File: src/hw/srt_params.svh
// offsets, field positions, reset values and encodings of the status transfer unit
// assumes it is included by its bare name ahead of the design module
`ifndef SRT_PARAMS_SVH
`define SRT_PARAMS_SVH

// register byte offsets on the bus
`define SRT_OFS_INSTR 8'h00
`define SRT_OFS_SRC 8'h04
`define SRT_OFS_RN 8'h08
`define SRT_OFS_STATUS 8'h0c
`define SRT_OFS_SAVED 8'h10
`define SRT_OFS_RESULT 8'h14
`define SRT_OFS_INFO 8'h18

// status word fields
`define SRT_FLAG_N 31
`define SRT_FLAG_Z 30
`define SRT_FLAG_C 29
`define SRT_FLAG_V 28
`define SRT_MODE_HI 4
`define SRT_STATUS_RESET 32'h000000d3

// mode codes
`define SRT_MODE_USER 5'h10
`define SRT_MODE_FIQ 5'h11
`define SRT_MODE_IRQ 5'h12
`define SRT_MODE_SVC 5'h13
`define SRT_MODE_ABT 5'h17
`define SRT_MODE_UND 5'h1b
`define SRT_BANKS 5

// instruction fields
`define SRT_COND_HI 31
`define SRT_COND_LO 28
`define SRT_IMM_BIT 25
`define SRT_CHOICE_BIT 22
`define SRT_WRITE_BIT 21
`define SRT_SETF_BIT 20
`define SRT_CTRL_BIT 16
`define SRT_PC_REG 4'hf
`define SRT_OP_TEST_BITS 2'h0
`define SRT_OP_TEST_EQUIV 2'h1
`define SRT_OP_COMPARE 2'h2
`define SRT_OP_COMPARE_NEG 2'h3

`endif

File: src/hw/srt_pkg.sv
// types shared by the status transfer unit
// assumes nothing beyond a SystemVerilog compiler
package srt_pkg;
  typedef enum logic [1:0] {
    SRT_KIND_READ,
    SRT_KIND_WRITE,
    SRT_KIND_COMPARE,
    SRT_KIND_OTHER
  } srt_kind_e;
endpackage

File: src/hw/srt_unit.sv
// status transfer unit: decodes and executes status read, status write and the
// compare/test operations that share their encoding, behind an ahb-lite slave
// assumes a single ahb-lite master, word transfers only, one clock domain
//
// Operation
// - execute only when condition field is true
// - status ops: compare/test encodings, flag bit clear
// - status read copies chosen word to result
// - status write copies register or rotated immediate into chosen word
// - flags-only write sets top four bits
// - user mode: current word control bits protected
// - privileged mode: whole current word writable
// - saved access uses bank of active mode
// - flag-setting compares update flags, no result
`timescale 1ns/1ns
`include "srt_params.svh"

module srt_unit (
  // clock and reset
  input wire logic hclk,
  input wire logic hresetn,
  // ahb-lite slave
  input wire logic hsel,
  input wire logic [31:0] haddr,
  input wire logic [1:0] htrans,
  input wire logic hwrite,
  input wire logic [2:0] hsize,
  input wire logic [31:0] hwdata,
  input wire logic hready,
  output logic hreadyout,
  output logic hresp,
  output logic [31:0] hrdata,
  // current status word for the rest of the core
  output logic [31:0] status_word
);

  // bus data phase tracking
  logic dp_valid;
  logic dp_write;
  logic [7:0] dp_addr;
  logic rd_done;

  // architectural state
  logic [31:0] cur_status;
  logic [31:0] saved_bank [`SRT_BANKS];
  logic [31:0] instr;
  logic [31:0] src_value;
  logic [31:0] rn_value;
  logic [31:0] result;
  logic [11:0] info;

  wire take_addr = hready & hsel & htrans[1];
  wire wr_phase = dp_valid & dp_write;
  wire rd_phase = dp_valid & ~dp_write;
  wire wr_instr = wr_phase & (dp_addr == `SRT_OFS_INSTR);
  wire wr_src = wr_phase & (dp_addr == `SRT_OFS_SRC);
  wire wr_rn = wr_phase & (dp_addr == `SRT_OFS_RN);

  assign hreadyout = ~(rd_phase & ~rd_done);
  assign hresp = 1'b0;
  assign status_word = cur_status;

  always_ff @(posedge hclk or negedge hresetn) begin
    if (!hresetn) begin
      dp_valid <= 1'b0;
      dp_write <= 1'b0;
      dp_addr <= 8'h00;
      rd_done <= 1'b0;
    end else if (hready) begin
      dp_valid <= take_addr;
      dp_write <= hwrite;
      dp_addr <= {haddr[7:2], 2'b00};
      rd_done <= 1'b0;
    end else if (rd_phase) begin
      rd_done <= 1'b1;
    end
  end

  // instruction fields, taken straight from the write data so execution lands
  // in the same cycle as the bus write
  wire [31:0] ins = hwdata;
  wire [3:0] cond = ins[`SRT_COND_HI:`SRT_COND_LO];
  wire [1:0] alu_op = ins[22:21];
  wire [3:0] rn_idx = ins[19:16];
  wire [3:0] rd_idx = ins[15:12];
  wire [3:0] rm_idx = ins[3:0];
  wire is_imm = ins[`SRT_IMM_BIT];
  wire pick_saved = ins[`SRT_CHOICE_BIT];
  wire ctrl_field = ins[`SRT_CTRL_BIT];
  wire sets_flags = ins[`SRT_SETF_BIT];
  wire compare_space = (ins[27:26] == 2'b00) & (ins[24:23] == 2'b10);

  srt_pkg::srt_kind_e kind;
  assign kind = !compare_space ? srt_pkg::SRT_KIND_OTHER :
                sets_flags ? srt_pkg::SRT_KIND_COMPARE :
                !ins[`SRT_WRITE_BIT] ? srt_pkg::SRT_KIND_READ :
                srt_pkg::SRT_KIND_WRITE;

  // condition evaluation
  wire fn = cur_status[`SRT_FLAG_N];
  wire fz = cur_status[`SRT_FLAG_Z];
  wire fc = cur_status[`SRT_FLAG_C];
  wire fv = cur_status[`SRT_FLAG_V];
  logic cond_true;
  always_comb begin
    unique case (cond)
      4'h0: cond_true = fz;
      4'h1: cond_true = ~fz;
      4'h2: cond_true = fc;
      4'h3: cond_true = ~fc;
      4'h4: cond_true = fn;
      4'h5: cond_true = ~fn;
      4'h6: cond_true = fv;
      4'h7: cond_true = ~fv;
      4'h8: cond_true = fc & ~fz;
      4'h9: cond_true = ~fc | fz;
      4'ha: cond_true = (fn == fv);
      4'hb: cond_true = (fn != fv);
      4'hc: cond_true = ~fz & (fn == fv);
      4'hd: cond_true = fz | (fn != fv);
      4'he: cond_true = 1'b1;
      4'hf: cond_true = 1'b0;
    endcase
  end

  // saved bank of the active mode; user and system have none
  wire [4:0] mode = cur_status[`SRT_MODE_HI:0];
  wire user_mode = (mode == `SRT_MODE_USER);
  wire has_bank = (mode == `SRT_MODE_FIQ) | (mode == `SRT_MODE_IRQ) |
                  (mode == `SRT_MODE_SVC) | (mode == `SRT_MODE_ABT) |
                  (mode == `SRT_MODE_UND);
  wire [2:0] bank_sel = (mode == `SRT_MODE_FIQ) ? 3'h0 :
                        (mode == `SRT_MODE_IRQ) ? 3'h1 :
                        (mode == `SRT_MODE_SVC) ? 3'h2 :
                        (mode == `SRT_MODE_ABT) ? 3'h3 : 3'h4;
  wire [31:0] saved_cur = has_bank ? saved_bank[bank_sel] : 32'h00000000;

  // operand two: rotated immediate or the source register value; register
  // shifts are not modelled, so the register form passes the value unshifted
  wire [4:0] rot = {ins[11:8], 1'b0};
  wire [63:0] imm_dbl = {24'h000000, ins[7:0], 24'h000000, ins[7:0]};
  wire [31:0] imm_val = 32'(imm_dbl >> rot);
  wire [31:0] op2 = is_imm ? imm_val : src_value;
  wire shift_c = (is_imm && rot != 5'h00) ? imm_val[31] : fc;

  // compare/test arithmetic
  wire [32:0] sum_sub = {1'b0, rn_value} + {1'b0, ~op2} + 33'h000000001;
  wire [32:0] sum_add = {1'b0, rn_value} + {1'b0, op2};
  logic [31:0] alu;
  logic alu_c;
  logic alu_v;
  always_comb begin
    alu = 32'h00000000;
    alu_c = shift_c;
    alu_v = fv;
    unique case (alu_op)
      `SRT_OP_TEST_BITS: alu = rn_value & op2;
      `SRT_OP_TEST_EQUIV: alu = rn_value ^ op2;
      `SRT_OP_COMPARE: begin
        alu = sum_sub[31:0];
        alu_c = sum_sub[32];
        alu_v = (rn_value[31] != op2[31]) & (alu[31] != rn_value[31]);
      end
      `SRT_OP_COMPARE_NEG: begin
        alu = sum_add[31:0];
        alu_c = sum_add[32];
        alu_v = (rn_value[31] == op2[31]) & (alu[31] != rn_value[31]);
      end
    endcase
  end
  wire [3:0] alu_flags = {alu[31], (alu == 32'h00000000), alu_c, alu_v};

  // execution strobes
  wire go = wr_instr & cond_true;
  wire do_read = go & (kind == srt_pkg::SRT_KIND_READ);
  wire do_write = go & (kind == srt_pkg::SRT_KIND_WRITE);
  wire do_compare = go & (kind == srt_pkg::SRT_KIND_COMPARE);
  wire flags_only = ~ctrl_field;
  wire saved_fault = (do_read | do_write) & pick_saved & ~has_bank;
  wire pc_used = (do_read & (rd_idx == `SRT_PC_REG)) |
                 (do_write & ~is_imm & (rm_idx == `SRT_PC_REG)) |
                 (do_compare & (rn_idx == `SRT_PC_REG));

  // next current status word
  wire keep_ctrl = flags_only | user_mode;
  wire [31:0] write_cur = keep_ctrl ? {op2[31:28], cur_status[27:0]} : op2;
  logic [31:0] next_status;
  assign next_status = (do_write & ~pick_saved) ? write_cur :
                       do_compare ? {alu_flags, cur_status[27:0]} : cur_status;
  wire [31:0] write_saved = flags_only ? {op2[31:28], saved_cur[27:0]} : op2;
  wire bank_we = do_write & pick_saved & has_bank;

  always_ff @(posedge hclk or negedge hresetn) begin
    if (!hresetn) begin
      cur_status <= `SRT_STATUS_RESET;
    end else begin
      cur_status <= next_status;
    end
  end

  genvar b;
  generate
    for (b = 0; b < `SRT_BANKS; b++) begin : g_bank
      always_ff @(posedge hclk or negedge hresetn) begin
        if (!hresetn) begin
          saved_bank[b] <= 32'h00000000;
        end else if (bank_we && bank_sel == 3'(b)) begin
          saved_bank[b] <= write_saved;
        end
      end
    end
  endgenerate

  // result of a status read: chosen word, or zero when no saved word exists
  wire [31:0] read_word = pick_saved ? saved_cur : cur_status;

  always_ff @(posedge hclk or negedge hresetn) begin
    if (!hresetn) begin
      instr <= 32'h00000000;
      src_value <= 32'h00000000;
      rn_value <= 32'h00000000;
      result <= 32'h00000000;
      info <= 12'h000;
    end else begin
      if (wr_src) begin
        src_value <= hwdata;
      end
      if (wr_rn) begin
        rn_value <= hwdata;
      end
      if (do_read) begin
        result <= read_word;
      end
      if (wr_instr) begin
        instr <= hwdata;
        info <= {rd_idx, pc_used, saved_fault, (kind == srt_pkg::SRT_KIND_OTHER),
                 do_compare, do_write, do_read, ~cond_true, go};
      end
    end
  end

  // read data mux; unmapped offsets read as zero
  wire [31:0] rd_mux = (dp_addr == `SRT_OFS_INSTR) ? instr :
                       (dp_addr == `SRT_OFS_SRC) ? src_value :
                       (dp_addr == `SRT_OFS_RN) ? rn_value :
                       (dp_addr == `SRT_OFS_STATUS) ? cur_status :
                       (dp_addr == `SRT_OFS_SAVED) ? saved_cur :
                       (dp_addr == `SRT_OFS_RESULT) ? result :
                       (dp_addr == `SRT_OFS_INFO) ? {20'h00000, info} : 32'h00000000;

  // one wait state on reads keeps hrdata a flop
  always_ff @(posedge hclk or negedge hresetn) begin
    if (!hresetn) begin
      hrdata <= 32'h00000000;
    end else if (rd_phase && !rd_done) begin
      hrdata <= rd_mux;
    end
  end

endmodule

File: config.mk
export PLATFORM = sky130hd
export DESIGN_NAME = srt_unit
export DESIGN_NICKNAME = d
export VERILOG_FILES = /design/src/hw/srt_pkg.sv /design/src/hw/srt_unit.sv
export VERILOG_INCLUDE_DIRS = /design/src /design/src/hw
export SDC_FILE = /design/constraint.sdc
export NUM_CORES = 1
export LEC_CHECK = 0
export BUFFER_PORTS_ARGS = -buffer_cell sky130_fd_sc_hd__buf_2
export CORE_AREA = 2 2 186 188
export CTS_BUF_LIST = sky130_fd_sc_hd__clkbuf_4 sky130_fd_sc_hd__clkbuf_8
export CTS_CLUSTER_DIAMETER = 80
export DETAILED_ROUTE_END_ITERATION = 16
export DIE_AREA = 0 0 188 190
export PLACE_DENSITY = 0.95
export SKIP_CTS_REPAIR_TIMING = 1
export SLEW_MARGIN = 5
export SYNTH_ARGS = -nofsm -noshare
export SYNTH_HDL_FRONTEND = slang
export SYNTH_SLANG_ARGS = --single-unit
File: constraint.sdc
create_clock -name hclk -period 9.3 [get_ports hclk]
set_clock_uncertainty 0.05 [all_clocks]
set_input_delay 1.395 -clock hclk [delete_from_list [all_inputs] [get_ports hclk]]
set_output_delay 1.395 -clock hclk [all_outputs]
set_load 0.02 [all_outputs]
# Word-level counts from Yosys, hierarchy flattened
# Cells that the tools add are included.
# op_classes
bitwise_logic,53
n_eq_ne,47
magnitude_cmp,1
addsub,3
mux,31
n_reduce_logical,23
shifts,1
# ops
op,count
32-bit two-way mux,13
32-bit case mux with 4 select lines,1
32-bit binary-select mux with 3-bit select,1
32-bit by 32-bit adder with 33-bit output,2
28-bit two-way mux,2
"4-bit equality test, second input constant",11
40-bit by 5-bit >> shifter with 32-bit output,1
"33-bit by 1-bit adder with 33-bit output, second input constant",1
32-bit AND,1
32-bit logical NOT,1
32-bit inverter,1
32-bit bitwise XOR,1
"5-bit equality test, second input constant",6
1-bit AND,26
"6-bit by 3-bit equality test with 1-bit output, second input constant",3
"4-bit by 3-bit equality test with 1-bit output, second input constant",4
1-bit case mux with 16 select lines,1
1-bit inverter,13
"6-bit by 2-bit equality test with 1-bit output, second input constant",2
12-bit two-way mux,1
3-bit two-way mux,4
"2-bit equality test, second input constant",5
1-bit bitwise OR,10
"4-bit by 2-bit equality test with 1-bit output, second input constant",2
24 further kinds,46
# word_totals
out_inout_bits,66
reg_bits,373

# Longest topological paths before layout
# depth
ltp_word,15
ltp_mapped,22

# Worst setup path before layout
# OpenSTA, ideal clock, no wires.
# synth_timing
path_kind,input port to flip-flop
from,in hwdata[9]
to,reg cur_status[30] (netlist: status_word[30])
required_time_ns,9.155
path_slack_ns,3.561
t_arrival_ns,5.593
n_path_buf,2
setup_time_ns,0.095
stages,22
path_cell_list,clkbuf_1 > mux2_2 > nand2_1 > o21ai_0 > nand2_1 > nor2_1 > a311oi_1 > o21bai_1 > inv_1 > ha_1 > buf_2 > nor2_1 > nand3_1 > a31oi_1 > o21ai_0 > a2111oi_0 > o21ai_0 > mux2i_1 > o221a_2 > nor4_1 > a31oi_1 > o31ai_1
# synth_via
elab_chain_cells,9
word_cells_on_any_way,12
# synth_rtl
item,line_no,rtl
from (decl),srt_unit.sv:28,"input wire logic [31:0] hwdata,"
40-bit by 5-bit >> shifter with 32-bit output (*),srt_unit.sv:142,wire [31:0] imm_val = 32'(imm_dbl >> rot);
32-bit two-way mux (*),srt_unit.sv:143,wire [31:0] op2 = is_imm ? imm_val : src_value;
32-bit inverter,srt_unit.sv:147,"wire [32:0] sum_sub = {1'b0, rn_value} + {1'b0, ~op2} + 33'h000000001;"
32-bit by 32-bit adder with 33-bit output,srt_unit.sv:147,
33-bit by 1-bit adder with 33-bit output,srt_unit.sv:147,
32-bit case mux with 4 select lines,srt_unit.sv:156,unique case (alu_op)
32-bit logical NOT,srt_unit.sv:171,"wire [3:0] alu_flags = {alu[31], (alu == 32'h00000000), alu_c, alu_v};"
32-bit two-way mux,srt_unit.sv:189,"do_compare ? {alu_flags, cur_status[27:0]} : cur_status;"
32-bit two-way mux (*),srt_unit.sv:188,assign next_status = (do_write & ~pick_saved) ? write_cur :
to (signal assigned),srt_unit.sv:195,cur_status <= `SRT_STATUS_RESET;
to (signal assigned),srt_unit.sv:197,cur_status <= next_status;
to (decl),srt_unit.sv:44,logic [31:0] cur_status;
# Every way passes the cells marked *; elsewhere a longest branch is shown, timed or not. The select of a mux whose other input is x is not followed.
# A chain may end at the register's enable or synchronous reset.

# Worst setup path in the final report
# layout_timing
from,in hwdata[25]
to,reg cur_status[30] (netlist: status_word[30])
# layout_via
elab_chain_cells,8
word_cells_on_any_way,11
# layout_rtl
item,line_no
32-bit two-way mux (*),srt_unit.sv:143
32-bit inverter,srt_unit.sv:147
32-bit by 32-bit adder with 33-bit output,srt_unit.sv:147
33-bit by 1-bit adder with 33-bit output,srt_unit.sv:147
32-bit case mux with 4 select lines,srt_unit.sv:156
32-bit logical NOT,srt_unit.sv:171
32-bit two-way mux,srt_unit.sv:189
32-bit two-way mux (*),srt_unit.sv:188
# Marks and branches as above.

==> flow_metrics.py <==
metrics = {
    "outcome": {
        "outcome": "finished, final reports clean",
    },
    "clock_tree": {
        "clock-sinks": 369,
        "cts_tree": "built",
        "insertion_delay_ps": 600,
        "htreeDepth": 2,
        "clkTransAtPathRegs_ps": 70,
        "cts_root_buf": "clkbuf_8",
        "clockBufferDepth": 3,
        "numCtsBuffers": 51,
    },
    "timing": {
        "timing.fmax_ghz": 0.145,
        "setup_viol": 0,
        "whs_ps": 433,
        "rsz0062_at_grt": "no",
        "finalMaxSlewViolations": 0,
        "worst-slew-pin-transition_ps": 1330,
        "period_share_pct": 74.0,
        "slew_headroom_pct": 11.2,
        "period_minus_slack_ps": 6880,
        "finalHoldViolCount": 0,
        "tns_ps": 0,
    },
    "power_and_ir_drop": {
        "power.switching_w": 0.00138,
        "p_int_w": 0.00274,
        "power_frac_comb_pct": 23.7,
        "power_frac_clock_pct": 31.9,
        "sequentialPowerShare_pct": 44.4,
        "p_sw_share_pct": 33.4,
        "leakagePower_nw": 10.7,
        "total_power_w": 0.00411,
        "p_per_area_mw_per_mm2": 176,
        "ir_drop_mv": 0.159,
    },
    "route": {
        "drc": 0,
        "via_per_inst": 7.14,
        "wl_per_cell_um": 25.4,
        "wl_um": 72600,
        "dr.pass1.iters": 8,
        "drtIter0Drc": 3242,
        "antenna_left": 0,
        "detailroute.via_count": 20407,
    },
    "synth": {
        "ys_seq_area_share_pct": 42.5,
        "synth_top_cell_area_share_pct": 41.9,
        "synthAdderAreaFrac_pct": 3.98,
        "synth_largest_area_cell": "dfrtp_1",
        "syn_area_mm2": 0.0218,
        "synth_top_family_by_area": "compound AO/OA/AOI/OAI gates",
        "synth_common_cells": "dfrtp_1 (364), nand2_1 (310), mux2_2 (204), nor2_1 (190), o21ai_0 (181)",
        "yosysMostFrequentCell": "dfrtp_1",
        "synth-compound-area-share_pct": 20.1,
        "synth_flop_cell": "dfrtp_1",
        "synthSimpleGateAreaFrac_pct": 14.6,
        "syn_nets": 2485,
        "synthTopCellsByArea": "dfrtp_1 (42%), mux2_2 (11%), nand2_1 (5.3%)",
        "synth_xor_area_share_pct": 1.41,
        "ys.warnings.count": 0,
        "synth-edff-count": 0,
        "syn_inst": 2343,
        "synth_cell_type_count": 87,
        "ys_seq_elements": 369,
        "synth_mux_area_share_pct": 12.6,
        "syn_area_per_cell_um2": 9.28,
        "async_flop_share_pct": 100,
    },
    "die": {
        "placementRows": 68,
        "core-area_mm2": 0.0339,
        "die_h_um": 190,
        "dieArea_mm2": 0.0357,
        "die_w_um": 188,
        "io_pins": 140,
        "initial_utilization_pct": 64.1,
    },
    "global_routing": {
        "grt_first_pass_wirelength_um": 112000,
        "first_global_vias": 19969,
        "grt_max_degree": 166,
        "grt_antenna_before_repair": 2,
        "track_usage_pct": 40.2,
        "grt_overflow": 0,
    },
    "setup_path": {
        "start_kind": "input pin",
        "crit_required_ps": 9750,
        "crit_arrival_ps": 7330,
        "cp-end-kind": "register",
        "critPathMaxFanout": 29,
        "critical_path_class": "input pin to register",
    },
    "worst_hold_path": {
        "min_path_type": "register to register",
    },
    "place": {
        "dp_hpwl_um": 48300,
        "gp_congestion": 0.981,
        "io_buffer_count": 108,
    },
    "flow_run": {
        "maxCapViolCount": 0,
    },
    "layout": {
        "syn_to_final_growth_pct": 7.56,
        "fin_nets": 2506,
        "drive_gt1_share_pct": 19.2,
    },
}
-- registers in the layout, summed over array words and instances, names as in the netlist --
signal	cells
status_word	32
instr	32
dp_valid	1
info	8
src_value	32
saved_bank	160
dp_addr	6
hrdata	32
rn_value	32
result	32
dp_write	1
rd_done	1
-- layout make-up --
cell class                 instances  area, um^2
antenna                            3        7.51
clock buffer                      79         981
clock inverter                    10        77.6
fill                            2322       10600
inverter                          76         285
multi-input combinational       1735       11500
sequential                       369        9240
tap                              455         569
timing repair buffer             131         736
-- path summary, 6_finish.rpt --
| check | startpoint | endpoint | slack [ps] | depth (start not counted) |
|---|---|---|---|---|
| max | hwdata[25] | status_word[30] | 2420 | 17 |
| min | result[30] | result[30] | 430 | 2 |
| max reg2reg | src_value[2] | status_word[30] | 4070 | 14 |
| min reg2reg | result[30] | result[30] | 430 | 2 |
| max in group asynchronous | hresetn | status_word[23] | 6870 | 2 |
| min in group asynchronous | hresetn | saved_bank[20] | 780 | 1 |
-- worst max-delay path: stages --
cell       delay [ps]
buf_2             460
inv_1             610
a311oi_1          550
o21bai_1          390
inv_1             100
ha_1              440
nor3_1            280
o21ai_0           160
a31oi_1           350
o21ai_0           190
a2111oi_0         800
o21ai_0           390
mux2i_1           200
o221a_2           260
nor4_1            360
a31oi_1           110
o31ai_1           280
-- cells in the final DEF, fill, tap and decap left out, types with 8 or more instances in the layout --
cell       netlist  routed
clkinv_2         0       8
a31oi_1         17      17
and3_1          10      10
nor3_1          45      43
o31ai_1         24      24
a211oi_1        17      17
o2111ai_1       22      22
o22ai_1         35      35
o21a_1          22      22
a222oi_1        32      32
clkbuf_8         0      62
a22oi_1         42      42
a21oi_1        174     173
o21bai_1        10      10
buf_4            1      22
ha_1            66      66
mux2_2         204     204
clkbuf_4         0      17
buf_2           15     107
dfrtp_1        364     364
nand2_1        310     310
nand3_1         31      29
nor2_1         190     190
a41oi_1         16      16
o21ai_0        181     181
nand2b_1        11      10
inv_1           71      71
nor2b_1         18      18
xnor2_1         31      31
nor4_1          20      20
mux2i_1         45      45
nand4_1         22      22
o211ai_1        19      19
-- power by group through the flow --
stage	logic (W)	clock network, W	registers [W]
after global routing	0.00105	0.00137	0.00183
final	0.000974	0.00131	0.00183
after CTS	0.000947	0.00130	0.00182
after floorplan	0.000579	0	0.00186
after detailed placement	0.000937	0	0.00184
after global placement	0.000915	0	0.00184
-- stage by stage --
step | area (um^2) | utilization (%) | std cells | setup WS (ps)
after detailed placement | 22300 | 65.8 | 2766 | 2090
after CTS | 23400 | 68.9 | 2855 | 2610
after global placement | 22300 | 65.8 | 2766 | 2090
after floorplan | 21800 | - | 2343 | 3560
after global routing | 23400 | 68.9 | 2855 | 2180
final | 23400 | 68.9 | 2858 | 2420
-- per-layer routing --
metal | global-route usage (%) | vias to the layer above | wire, um
met5 | 0 | - | 21
met1 | 50.8 | 9675 | 25900
met4 | 23.3 | 4 | 4680
met2 | 62.4 | 1743 | 32500
met3 | 11.2 | 417 | 9560
li1 | - | 8568 | -
-- cell families (layout without fill, tap and decap cells) --
kind of cell	after synthesis	count (layout)
and+or+nand+nor	703	703
AOI/OAI and AO/OA	679	679
DFF	369	369
muxes	249	249
buffers and inverters	239	296
adders and majority gates	68	68
xor gates and xnor gates	35	35
other	1	4
Power figures use the tool's default switching activity.
